**config.mk**
```make
export PLATFORM = sky130hd
export DESIGN_NAME = phb_host_port
export DESIGN_NICKNAME = d
export VERILOG_FILES = /design/src/phb_pkg.sv /design/src/phb_fifo.sv /design/src/phb_host_port.sv
export SDC_FILE = /design/constraint.sdc
export NUM_CORES = 1
export LEC_CHECK = 0
export BUFFER_PORTS_ARGS = -buffer_cell sky130_fd_sc_hd__buf_4
export CAP_MARGIN = 20
export CORE_ASPECT_RATIO = 1.4
export CORE_MARGIN = 5
export CORE_UTILIZATION = 45
export CTS_CLUSTER_DIAMETER = 120
export DETAILED_ROUTE_END_ITERATION = 12
export PLACE_DENSITY_LB_ADDON = 0.2
export RECOVER_POWER = 50
export SLEW_MARGIN = 30
export SYNTH_ARGS = -nofsm -noshare
export SYNTH_HDL_FRONTEND = slang
export SYNTH_SLANG_ARGS = --single-unit
```
**constraint.sdc**
```tcl
create_clock -name I_REF_CLK -period 3.45 [get_ports I_REF_CLK]
set_clock_uncertainty 0.15 [all_clocks]
set_input_delay 0.69 -clock I_REF_CLK [delete_from_list [all_inputs] [get_ports I_REF_CLK]]
set_output_delay 0.69 -clock I_REF_CLK [all_outputs]
set_load 0.02 [all_outputs]
```
**src/phb_pkg.sv**
```systemverilog
// Behaviour
// - Eight-bit two-way host data bus
// - Strobes honoured only while chip select low
// - Byte select picks high or low byte
// - Status select chooses output buffer or status
// - Strobe-pair write latches on first rising edge
// - Read/write-line mode: input strobe gives direction
// - Strobe-pair mode: output strobe low drives output buffer
// - Single data strobe with selectable active level
// - Input full set on latch, cleared by read
// - Optional OR of full and empty on pin
// - Output empty set after read, cleared by write
// - Select bit muxes host port or serial pins
// - Select plus upper enable gives eight bit lines
// - Bit lines direction, set, toggle, clear, test
package phb_pkg;

    // ------------------------------------------------------------
    // Widths and reset values
    // ------------------------------------------------------------
    localparam int          PHB_BUS_W       = 8;
    localparam int          PHB_WORD_W      = 16;
    localparam int          PHB_FIFO_DEPTH  = 16;
    localparam logic        PHB_IN_FULL_RST = 1'b0;
    localparam logic        PHB_OUT_EMPTY_RST = 1'b1;
    localparam logic [15:0] PHB_WORD_RST    = 16'h0000;
    localparam logic [7:0]  PHB_BYTE_RST    = 8'h00;

    // ------------------------------------------------------------
    // Status byte field positions
    // ------------------------------------------------------------
    localparam int PHB_ST_IN_FULL   = 0;
    localparam int PHB_ST_OUT_EMPTY = 1;

    // ------------------------------------------------------------
    // Bit line operation codes
    // ------------------------------------------------------------
    localparam logic [1:0] PHB_BIO_HOLD   = 2'h0;
    localparam logic [1:0] PHB_BIO_SET    = 2'h1;
    localparam logic [1:0] PHB_BIO_CLEAR  = 2'h2;
    localparam logic [1:0] PHB_BIO_TOGGLE = 2'h3;

    // Host access phase
    typedef enum logic [2:0] {
        PHB_IDLE  = 3'b001,
        PHB_WRITE = 3'b010,
        PHB_READ  = 3'b100
    } phb_phase_e;

endpackage

```
**src/phb_fifo.sv**
```systemverilog
`timescale 1ns/1ps
module phb_fifo #(
    parameter int WIDTH = 16,
    parameter int DEPTH = 16
) (
    input  wire logic             i_clk,
    input  wire logic             i_reset_n,
    input  wire logic [WIDTH-1:0] i_data,
    input  wire logic             i_valid,
    output logic                  o_ready,
    output logic [WIDTH-1:0]      o_data,
    output logic                  o_valid,
    input  wire logic             i_ready
);
    localparam int AW = $clog2(DEPTH);

    typedef struct packed {
        logic [DEPTH-1:0][WIDTH-1:0] mem;
        logic [AW-1:0]               wr;
        logic [AW-1:0]               rd;
        logic [AW:0]                 cnt;
    } phbf_s;

    phbf_s st;
    phbf_s next_st;
    logic  push;
    logic  pop;

    // Handshakes; full and empty come from the count
    assign o_ready = (st.cnt < (AW+1)'(DEPTH));
    assign o_valid = (st.cnt != '0);
    assign o_data  = st.mem[st.rd];
    assign push    = i_valid && o_ready;
    assign pop     = o_valid && i_ready;

    // Pointer and storage update
    always_comb begin
        next_st = st;
        if (push) begin
            next_st.mem[st.wr] = i_data;
            next_st.wr         = st.wr + 1'b1;
        end
        if (pop) begin
            next_st.rd = st.rd + 1'b1;
        end
        if (push && !pop) begin
            next_st.cnt = st.cnt + 1'b1;
        end else if (pop && !push) begin
            next_st.cnt = st.cnt - 1'b1;
        end
    end

    // State register
    always_ff @(posedge i_clk or negedge i_reset_n) begin
        if (!i_reset_n) begin
            st <= '0;
        end else begin
            st <= next_st;
        end
    end
endmodule // phb_fifo

```
**src/phb_host_port.sv**
```systemverilog
`timescale 1ns/1ps
module phb_host_port
    import phb_pkg::*;
(
    input  wire logic        I_REF_CLK,
    input  wire logic        I_RESET_N,
    // Host pins
    input  wire logic [7:0]  I_HOST_DATA_BUS,
    output logic [7:0]       O_HOST_DATA_BUS,
    output logic [7:0]       O_HOST_DATA_BUS_OE,
    input  wire logic        I_HOST_CHIP_SELECT_N,
    input  wire logic        I_HOST_BYTE_SELECT,
    input  wire logic        I_HOST_STATUS_SELECT,
    input  wire logic        I_HOST_INPUT_STROBE,
    input  wire logic        I_HOST_OUTPUT_STROBE,
    output logic             O_HOST_IN_FULL_FLAG,
    output logic             O_HOST_OUT_EMPTY_FLAG,
    // Configuration
    input  wire logic        I_RW_LINE_MODE,
    input  wire logic        I_STROBE_ACTIVE_HIGH,
    input  wire logic        I_BYTE_SELECT_HIGH_IS_1,
    input  wire logic        I_WORD_MODE,
    input  wire logic        I_FULL_OR_EMPTY,
    input  wire logic        I_SECOND_SERIAL_SELECT,
    input  wire logic        I_UPPER_BITIO_ENABLE,
    // Processor side
    output logic [15:0]      O_IN_DATA,
    output logic             O_IN_VALID,
    input  wire logic        I_IN_READ,
    input  wire logic [15:0] I_OUT_DATA,
    input  wire logic        I_OUT_WRITE,
    output logic             O_OUT_READY,
    // Second serial port pins
    input  wire logic [3:0]  I_SERIAL_OUT,
    input  wire logic [3:0]  I_SERIAL_OE,
    output logic [3:0]       O_SERIAL_IN,
    // Bit I/O unit
    input  wire logic [7:0]  I_BIT_IO_DIR,
    input  wire logic [1:0]  I_BIT_IO_OP,
    input  wire logic [7:0]  I_BIT_IO_MASK,
    input  wire logic [7:0]  I_BIT_IO_PATTERN,
    input  wire logic [7:0]  I_BIT_IO_LINES,
    output logic [7:0]       O_BIT_IO_LINES,
    output logic [7:0]       O_BIT_IO_LINES_OE,
    output logic             O_BIT_IO_MATCH,
    output logic             O_BIT_IO_ANY
);

    // ------------------------------------------------------------
    // State
    // ------------------------------------------------------------
    typedef struct packed {
        phb_phase_e  phase;
        logic        is_hi;
        logic        was_hi;
        logic [7:0]  in_hi;
        logic [15:0] in_word;
        logic        in_full;
        logic [15:0] out_word;
        logic        out_empty;
        logic        push;
        logic [7:0]  dout;
        logic [7:0]  doe;
        logic        full_pin;
        logic        empty_pin;
        logic [15:0] in_data;
        logic        in_valid;
        logic        out_ready;
        logic [3:0]  ser_in;
        logic [7:0]  bio_out;
        logic [7:0]  bio_pin;
        logic [7:0]  bio_oe;
        logic        match;
        logic        any;
    } phb_s;

    phb_s        st;
    phb_s        next_st;
    logic        host_port_on;
    logic        sel;
    logic        wr_act;
    logic        rd_act;
    logic        hi_byte;
    logic        fifo_ready;
    logic [15:0] fifo_data;
    logic        fifo_valid;
    logic        fifo_pop;
    logic [7:0]  status_byte;
    logic [7:0]  out_byte;
    logic        pb_lo_host;
    logic        pb_hi_host;
    logic [7:0]  bio_in;

    // ------------------------------------------------------------
    // Pin decode
    // ------------------------------------------------------------
    // Host port owns the pins unless the serial port is selected
    assign host_port_on = !I_SECOND_SERIAL_SELECT;
    assign pb_lo_host   = host_port_on;
    assign pb_hi_host   = host_port_on || !I_UPPER_BITIO_ENABLE;
    // Strobes only seen while chip select is low
    assign sel = host_port_on && !I_HOST_CHIP_SELECT_N;
    // Protocol decode of the two strobes
    always_comb begin
        if (I_RW_LINE_MODE) begin
            wr_act = sel && (I_HOST_OUTPUT_STROBE == I_STROBE_ACTIVE_HIGH)
                     && !I_HOST_INPUT_STROBE;
            rd_act = sel && (I_HOST_OUTPUT_STROBE == I_STROBE_ACTIVE_HIGH)
                     && I_HOST_INPUT_STROBE;
        end else begin
            wr_act = sel && !I_HOST_INPUT_STROBE;
            rd_act = sel && !I_HOST_OUTPUT_STROBE;
        end
    end
    // Byte select polarity is configurable
    assign hi_byte = I_WORD_MODE && (I_HOST_BYTE_SELECT == I_BYTE_SELECT_HIGH_IS_1);

    // Status byte and read data
    always_comb begin
        status_byte                   = PHB_BYTE_RST;
        status_byte[PHB_ST_IN_FULL]   = st.in_full;
        status_byte[PHB_ST_OUT_EMPTY] = st.out_empty;
        if (I_HOST_STATUS_SELECT) begin
            out_byte = status_byte;
        end else if (hi_byte) begin
            out_byte = st.out_word[15:8];
        end else begin
            out_byte = st.out_word[7:0];
        end
    end

    // Words from the host pass through the FIFO to the processor
    assign fifo_pop = I_IN_READ && fifo_valid;
    assign bio_in   = I_BIT_IO_LINES;

    phb_fifo #(
        .WIDTH (PHB_WORD_W),
        .DEPTH (PHB_FIFO_DEPTH)
    ) u_fifo (
        .i_clk     (I_REF_CLK),
        .i_reset_n (I_RESET_N),
        .i_data    (st.in_word),
        .i_valid   (st.push),
        .o_ready   (fifo_ready),
        .o_data    (fifo_data),
        .o_valid   (fifo_valid),
        .i_ready   (I_IN_READ)
    );

    // ------------------------------------------------------------
    // Next state
    // ------------------------------------------------------------
    always_comb begin
        next_st = st;
        // FIFO accepts the latched word, then the input buffer is free
        if (st.push && fifo_ready) begin
            next_st.push    = 1'b0;
        end
        // Input full falls on processor read; host latch wins below
        if (fifo_pop) begin
            next_st.in_full = fifo_valid && (st.push || 1'b0);
        end
        unique case (st.phase)
            PHB_IDLE: begin
                next_st.is_hi = hi_byte;
                if (wr_act) begin
                    next_st.phase = PHB_WRITE;
                end else if (rd_act) begin
                    next_st.phase = PHB_READ;
                end
            end
            PHB_WRITE: begin
                next_st.is_hi = hi_byte;
                // Strobe or chip select going inactive ends the write
                if (!wr_act) begin
                    next_st.phase = PHB_IDLE;
                    if (st.is_hi) begin
                        next_st.in_hi = I_HOST_DATA_BUS;
                    end else if (!st.push || fifo_ready) begin
                        next_st.in_word = I_WORD_MODE ? {st.in_hi, I_HOST_DATA_BUS}
                                                      : {PHB_BYTE_RST, I_HOST_DATA_BUS};
                        next_st.push    = 1'b1;
                        next_st.in_full = 1'b1;
                    end
                end
            end
            PHB_READ: begin
                next_st.is_hi = hi_byte;
                // Strobe or chip select going inactive ends the read
                if (!rd_act) begin
                    next_st.phase = PHB_IDLE;
                    if (!I_HOST_STATUS_SELECT && !st.is_hi) begin
                        next_st.out_empty = 1'b1;
                    end
                end
            end
        endcase
        // Processor write fills the output buffer
        if (I_OUT_WRITE && st.out_empty) begin
            next_st.out_word  = I_OUT_DATA;
            if (!(st.phase == PHB_READ && !rd_act && !st.is_hi)) begin
                next_st.out_empty = 1'b0;
            end
        end
        // Registered pin outputs
        next_st.dout      = out_byte;
        next_st.doe[3:0]  = (pb_lo_host && rd_act) ? 4'hF : I_SERIAL_OE & {4{!pb_lo_host}};
        next_st.doe[7:4]  = (pb_lo_host && rd_act) ? 4'hF
                          : (pb_hi_host ? 4'h0 : st.bio_oe[3:0]);
        if (!pb_lo_host) begin
            next_st.dout[3:0] = I_SERIAL_OUT;
        end
        if (!pb_hi_host) begin
            next_st.dout[7:4] = st.bio_out[3:0];
        end
        next_st.ser_in    = pb_lo_host ? 4'h0 : I_HOST_DATA_BUS[3:0];
        next_st.full_pin  = I_FULL_OR_EMPTY ? (next_st.in_full || next_st.out_empty)
                                            : next_st.in_full;
        next_st.empty_pin = next_st.out_empty;
        next_st.in_data   = fifo_data;
        next_st.in_valid  = fifo_valid && !fifo_pop;
        next_st.out_ready = next_st.out_empty;
        // Bit lines: set, clear or toggle under mask
        unique case (I_BIT_IO_OP)
            PHB_BIO_SET:    next_st.bio_out = st.bio_out | I_BIT_IO_MASK;
            PHB_BIO_CLEAR:  next_st.bio_out = st.bio_out & ~I_BIT_IO_MASK;
            PHB_BIO_TOGGLE: next_st.bio_out = st.bio_out ^ I_BIT_IO_MASK;
            default:        next_st.bio_out = st.bio_out;
        endcase
        next_st.bio_oe  = I_BIT_IO_DIR;
        if (!pb_hi_host) begin
            next_st.bio_pin = next_st.bio_out;
        end else begin
            next_st.bio_pin = {next_st.bio_out[7:4], 4'h0};
        end
        // Pattern tests on inputs
        next_st.match = ((bio_in ^ I_BIT_IO_PATTERN) & I_BIT_IO_MASK & ~I_BIT_IO_DIR)
                        == 8'h00;
        next_st.any   = |(~(bio_in ^ I_BIT_IO_PATTERN) & I_BIT_IO_MASK & ~I_BIT_IO_DIR);
    end

    // ------------------------------------------------------------
    // State register
    // ------------------------------------------------------------
    always_ff @(posedge I_REF_CLK or negedge I_RESET_N) begin
        if (!I_RESET_N) begin
            st           <= '0;
            st.phase     <= PHB_IDLE;
            st.in_full   <= PHB_IN_FULL_RST;
            st.out_empty <= PHB_OUT_EMPTY_RST;
            st.empty_pin <= PHB_OUT_EMPTY_RST;
            st.out_ready <= PHB_OUT_EMPTY_RST;
            st.out_word  <= PHB_WORD_RST;
        end else begin
            st <= next_st;
        end
    end

    // Outputs straight from flip-flops
    assign O_HOST_DATA_BUS       = st.dout;
    assign O_HOST_DATA_BUS_OE    = st.doe;
    assign O_HOST_IN_FULL_FLAG   = st.full_pin;
    assign O_HOST_OUT_EMPTY_FLAG = st.empty_pin;
    assign O_IN_DATA             = st.in_data;
    assign O_IN_VALID            = st.in_valid;
    assign O_OUT_READY           = st.out_ready;
    assign O_SERIAL_IN           = st.ser_in;
    assign O_BIT_IO_LINES        = st.bio_pin;
    assign O_BIT_IO_LINES_OE     = st.bio_oe;
    assign O_BIT_IO_MATCH        = st.match;
    assign O_BIT_IO_ANY          = st.any;

endmodule // phb_host_port

```
==> flow_metrics.env <==
export IMPL_outcome="complete, but fails checks"
export IMPL_irDropWorstVdd_uv=415
export IMPL_hold_path_class="input pin to register"
export IMPL_p_per_area_nw_per_um2=668
export IMPL_final_nets=1401
export IMPL_io_buffers=139
export IMPL_vias=9749
export IMPL_grt_pass1_wl_um=62700
export IMPL_insertion_delay_ns=0.53
export IMPL_synth_area_um2=17000
export IMPL_fillers=3185
export IMPL_clockBufferDepth=3
export IMPL_ys_top_cells_by_area="dfrtp_1, mux2_2, mux4_2, buf_4, nand2_1"
export IMPL_clock_sinks=376
export IMPL_drt_iter0_markers=574
export IMPL_ys_ff_latch=376
export IMPL_syn_area_per_cell_um2=14.1
export IMPL_grt_max_degree=78
export IMPL_worstPathArrival_ns=3.34
export IMPL_synth_common_cells="dfrtp_1, mux2_2, nand2_1"
export IMPL_rows=84
export IMPL_yosysTopAreaCell="dfrtp_1"
export IMPL_crit_required_ns=3.70
export IMPL_die_w_um=174
export IMPL_postRouteAntennaNets=0
export IMPL_postPlaceCellArea_um2=18300
export IMPL_worstPathMaxFanout=6
export IMPL_grt_setup_unrepaired="no"
export IMPL_maxCapViolations=2
export IMPL_cts_max_level=2
export IMPL_syn_nets=1313
export IMPL_dieArea_um2=41900
export IMPL_synth_edf_count=0
export IMPL_antenna_found_initial=0
export IMPL_critPathLaunchType="register"
export IMPL_yosysUniqueCellTypes=57
export IMPL_synthArstFlopShare=1.00
export IMPL_yosysSeqAreaShare=0.552
export IMPL_cp_end_kind="register"
export IMPL_wl_um=38700
export IMPL_diodes=0
export IMPL_initial_utilization=0.454
export IMPL_fin_crit_sh=0.897
export IMPL_cts_made_buffers=39
export IMPL_setup_violations=0
export IMPL_grt_ovfl_total=0
export IMPL_coreArea_um2=37500
export IMPL_violations="capacitance limit, slew limit"
export IMPL_root_buffer="clkbuf_16"
export IMPL_die_h_um=240
export IMPL_worstMarginPinSlew_ns=1.71
export IMPL_final_cell_area_um2=19500
export IMPL_area_growth_pct=14.4
export IMPL_worst_hold_slack_ns=0.150
export IMPL_drc=0
export IMPL_clk_pin_slew_ns=0.06
export IMPL_post_drt_wl_per_cell_um=21.6
export IMPL_grt_pass1_vias=10800
export IMPL_grt_usage=0.192
export IMPL_drt_pre_antenna_iters=5
export IMPL_drive_above_1_share=0.434
export IMPL_drv_slew=84
export IMPL_cts_tree="done"
export IMPL_viasPerCell=5.43
export IMPL_finalSetupTns_ns=0
export IMPL_worstSetupPathType="register to register"
export IMPL_io_pins=140
export IMPL_ys_flop_type="dfrtp_1"
export IMPL_gp_congestion=0.763
export IMPL_fmax_mhz=323
export IMPL_p_leak_nw=9.50
export IMPL_dpl_hpwl_um=25700
export IMPL_period_needed_ns=3.09
export IMPL_slew_limit_headroom=-0.142
export IMPL_total_power_mw=13.0
export IMPL_yosysMostFrequentCell="dfrtp_1"
export IMPL_cts_post_setup_buffers_inserted=0
export IMPL_synth_top_area_frac=0.549
export IMPL_ys_warn_count=0
export IMPL_hold_violations=0
export IMPL_postSynthCellCount=1205
final timing paths:
path	cells past startpoint	slack [ns]	end	start
max reg2reg	9	0.36	u_fifo.st[4]	u_fifo.st[1]
max	9	0.36	u_fifo.st[4]	u_fifo.st[1]
min in group asynchronous	2	0.97	O_BIT_IO_LINES[5]	I_RESET_N
min reg2reg	2	0.33	u_fifo.st[57]	u_fifo.st[57]
max in group asynchronous	3	0.64	O_IN_DATA[15]	I_RESET_N
min	1	0.15	O_BIT_IO_LINES_OE[0]	I_BIT_IO_DIR[0]
final cells by class:
type	instances	area, um^2	share of cell area
tap	473	592	0.0303
sequential	376	9410	0.483
clock inverter	12	165	0.00847
multi-input combinational	663	6730	0.345
clock buffer	57	1160	0.0593
timing repair buffer	171	1290	0.0661
inverter	42	158	0.00808
cell families (layout without fill, tap and decap cells):
logic type | after synthesis | after routing | synth area share
buffers and inverters | 166 | 282 | 0.0532
xor gates and xnor gates | 20 | 20 | 0.0103
adders and majority gates | 26 | 26 | 0.0195
DFF | 376 | 376 | 0.552
and+or+nand+nor | 168 | 168 | 0.0498
AOI/OAI and AO/OA | 103 | 103 | 0.0400
muxes | 346 | 346 | 0.275
cells in the final DEF, fill, tap and decap left out, types with 3 or more instances in the layout:
cell and count:
a21oi_1 5, a22oi_1 32, and2_0 6, and2_1 4, buf_12 4, buf_4 144
bufinv_16 4, clkbuf_1 21, clkbuf_16 41, clkbuf_2 4, clkbuf_4 4, clkbuf_8 7
clkinv_2 6, dfrtp_1 373, ha_1 25, inv_1 41, mux2_2 259, mux2i_1 15
mux4_2 72, nand2_1 95, nand2b_1 7, nand3_2 4, nor2_1 15, nor2_2 6
nor2_4 6, nor2b_1 5, nor3_1 6, o21ai_0 42, o31ai_1 3, o32ai_1 3
xnor2_1 13, xor2_1 7
state kept, by name (all words and copies together) (netlist names):
signal and count:
u_fifo.st 269, st 51, O_IN_DATA 16, O_BIT_IO_LINES_OE 8, O_HOST_DATA_BUS 8, O_HOST_DATA_BUS_OE 8
O_BIT_IO_LINES 7, O_SERIAL_IN 4, O_BIT_IO_ANY 1, O_BIT_IO_MATCH 1, O_HOST_IN_FULL_FLAG 1, O_IN_VALID 1
O_OUT_READY 1
repair_timing:
action / 4_1_cts / 5_1_grt
endpoints found under the hold margin: 44 / 0
resized for setup: 0 / 0
hold buffers: 1 / 0
metrics by stage:
step | cells | setup WS (ns) | utilization
after floorplan | 1205 | 0.567 | -
after CTS | 1794 | 0.344 | 0.522
after detailed placement | 1724 | 0.365 | 0.486
after global routing | 1794 | 0.110 | 0.520
final | 1794 | 0.357 | 0.520
after global placement | 1724 | 0.388 | 0.486
power breakdown:
part           internal [mW]  switching (mW)  total [mW]
Sequential              5.04           0.806        5.85
Combinational           1.36            1.50        2.86
Clock                   2.62            1.71        4.33
Total                   9.02            4.01        13.0
metal layers:
layer  GRT usage  share of wire  vias up  wire (um)
li1            -              -     4410          -
met1       0.237           0.40     5079      15700
met2       0.346           0.52      208      20300
met3      0.0407          0.050       52       1950
met4      0.0474          0.021        0        831
met5           0              0        -          0
worst max-delay path, stage by stage (launching register included):
cell	delay (ns)
dfrtp_1	0.42
or3_1	0.38
o31a_1	0.31
inv_2	0.12
ha_1	0.22
inv_1	0.14
fa_1	0.43
a21o_1	0.23
a2111oi_0	0.42
o31ai_1	0.13
(Power assumes the default switching activity.)
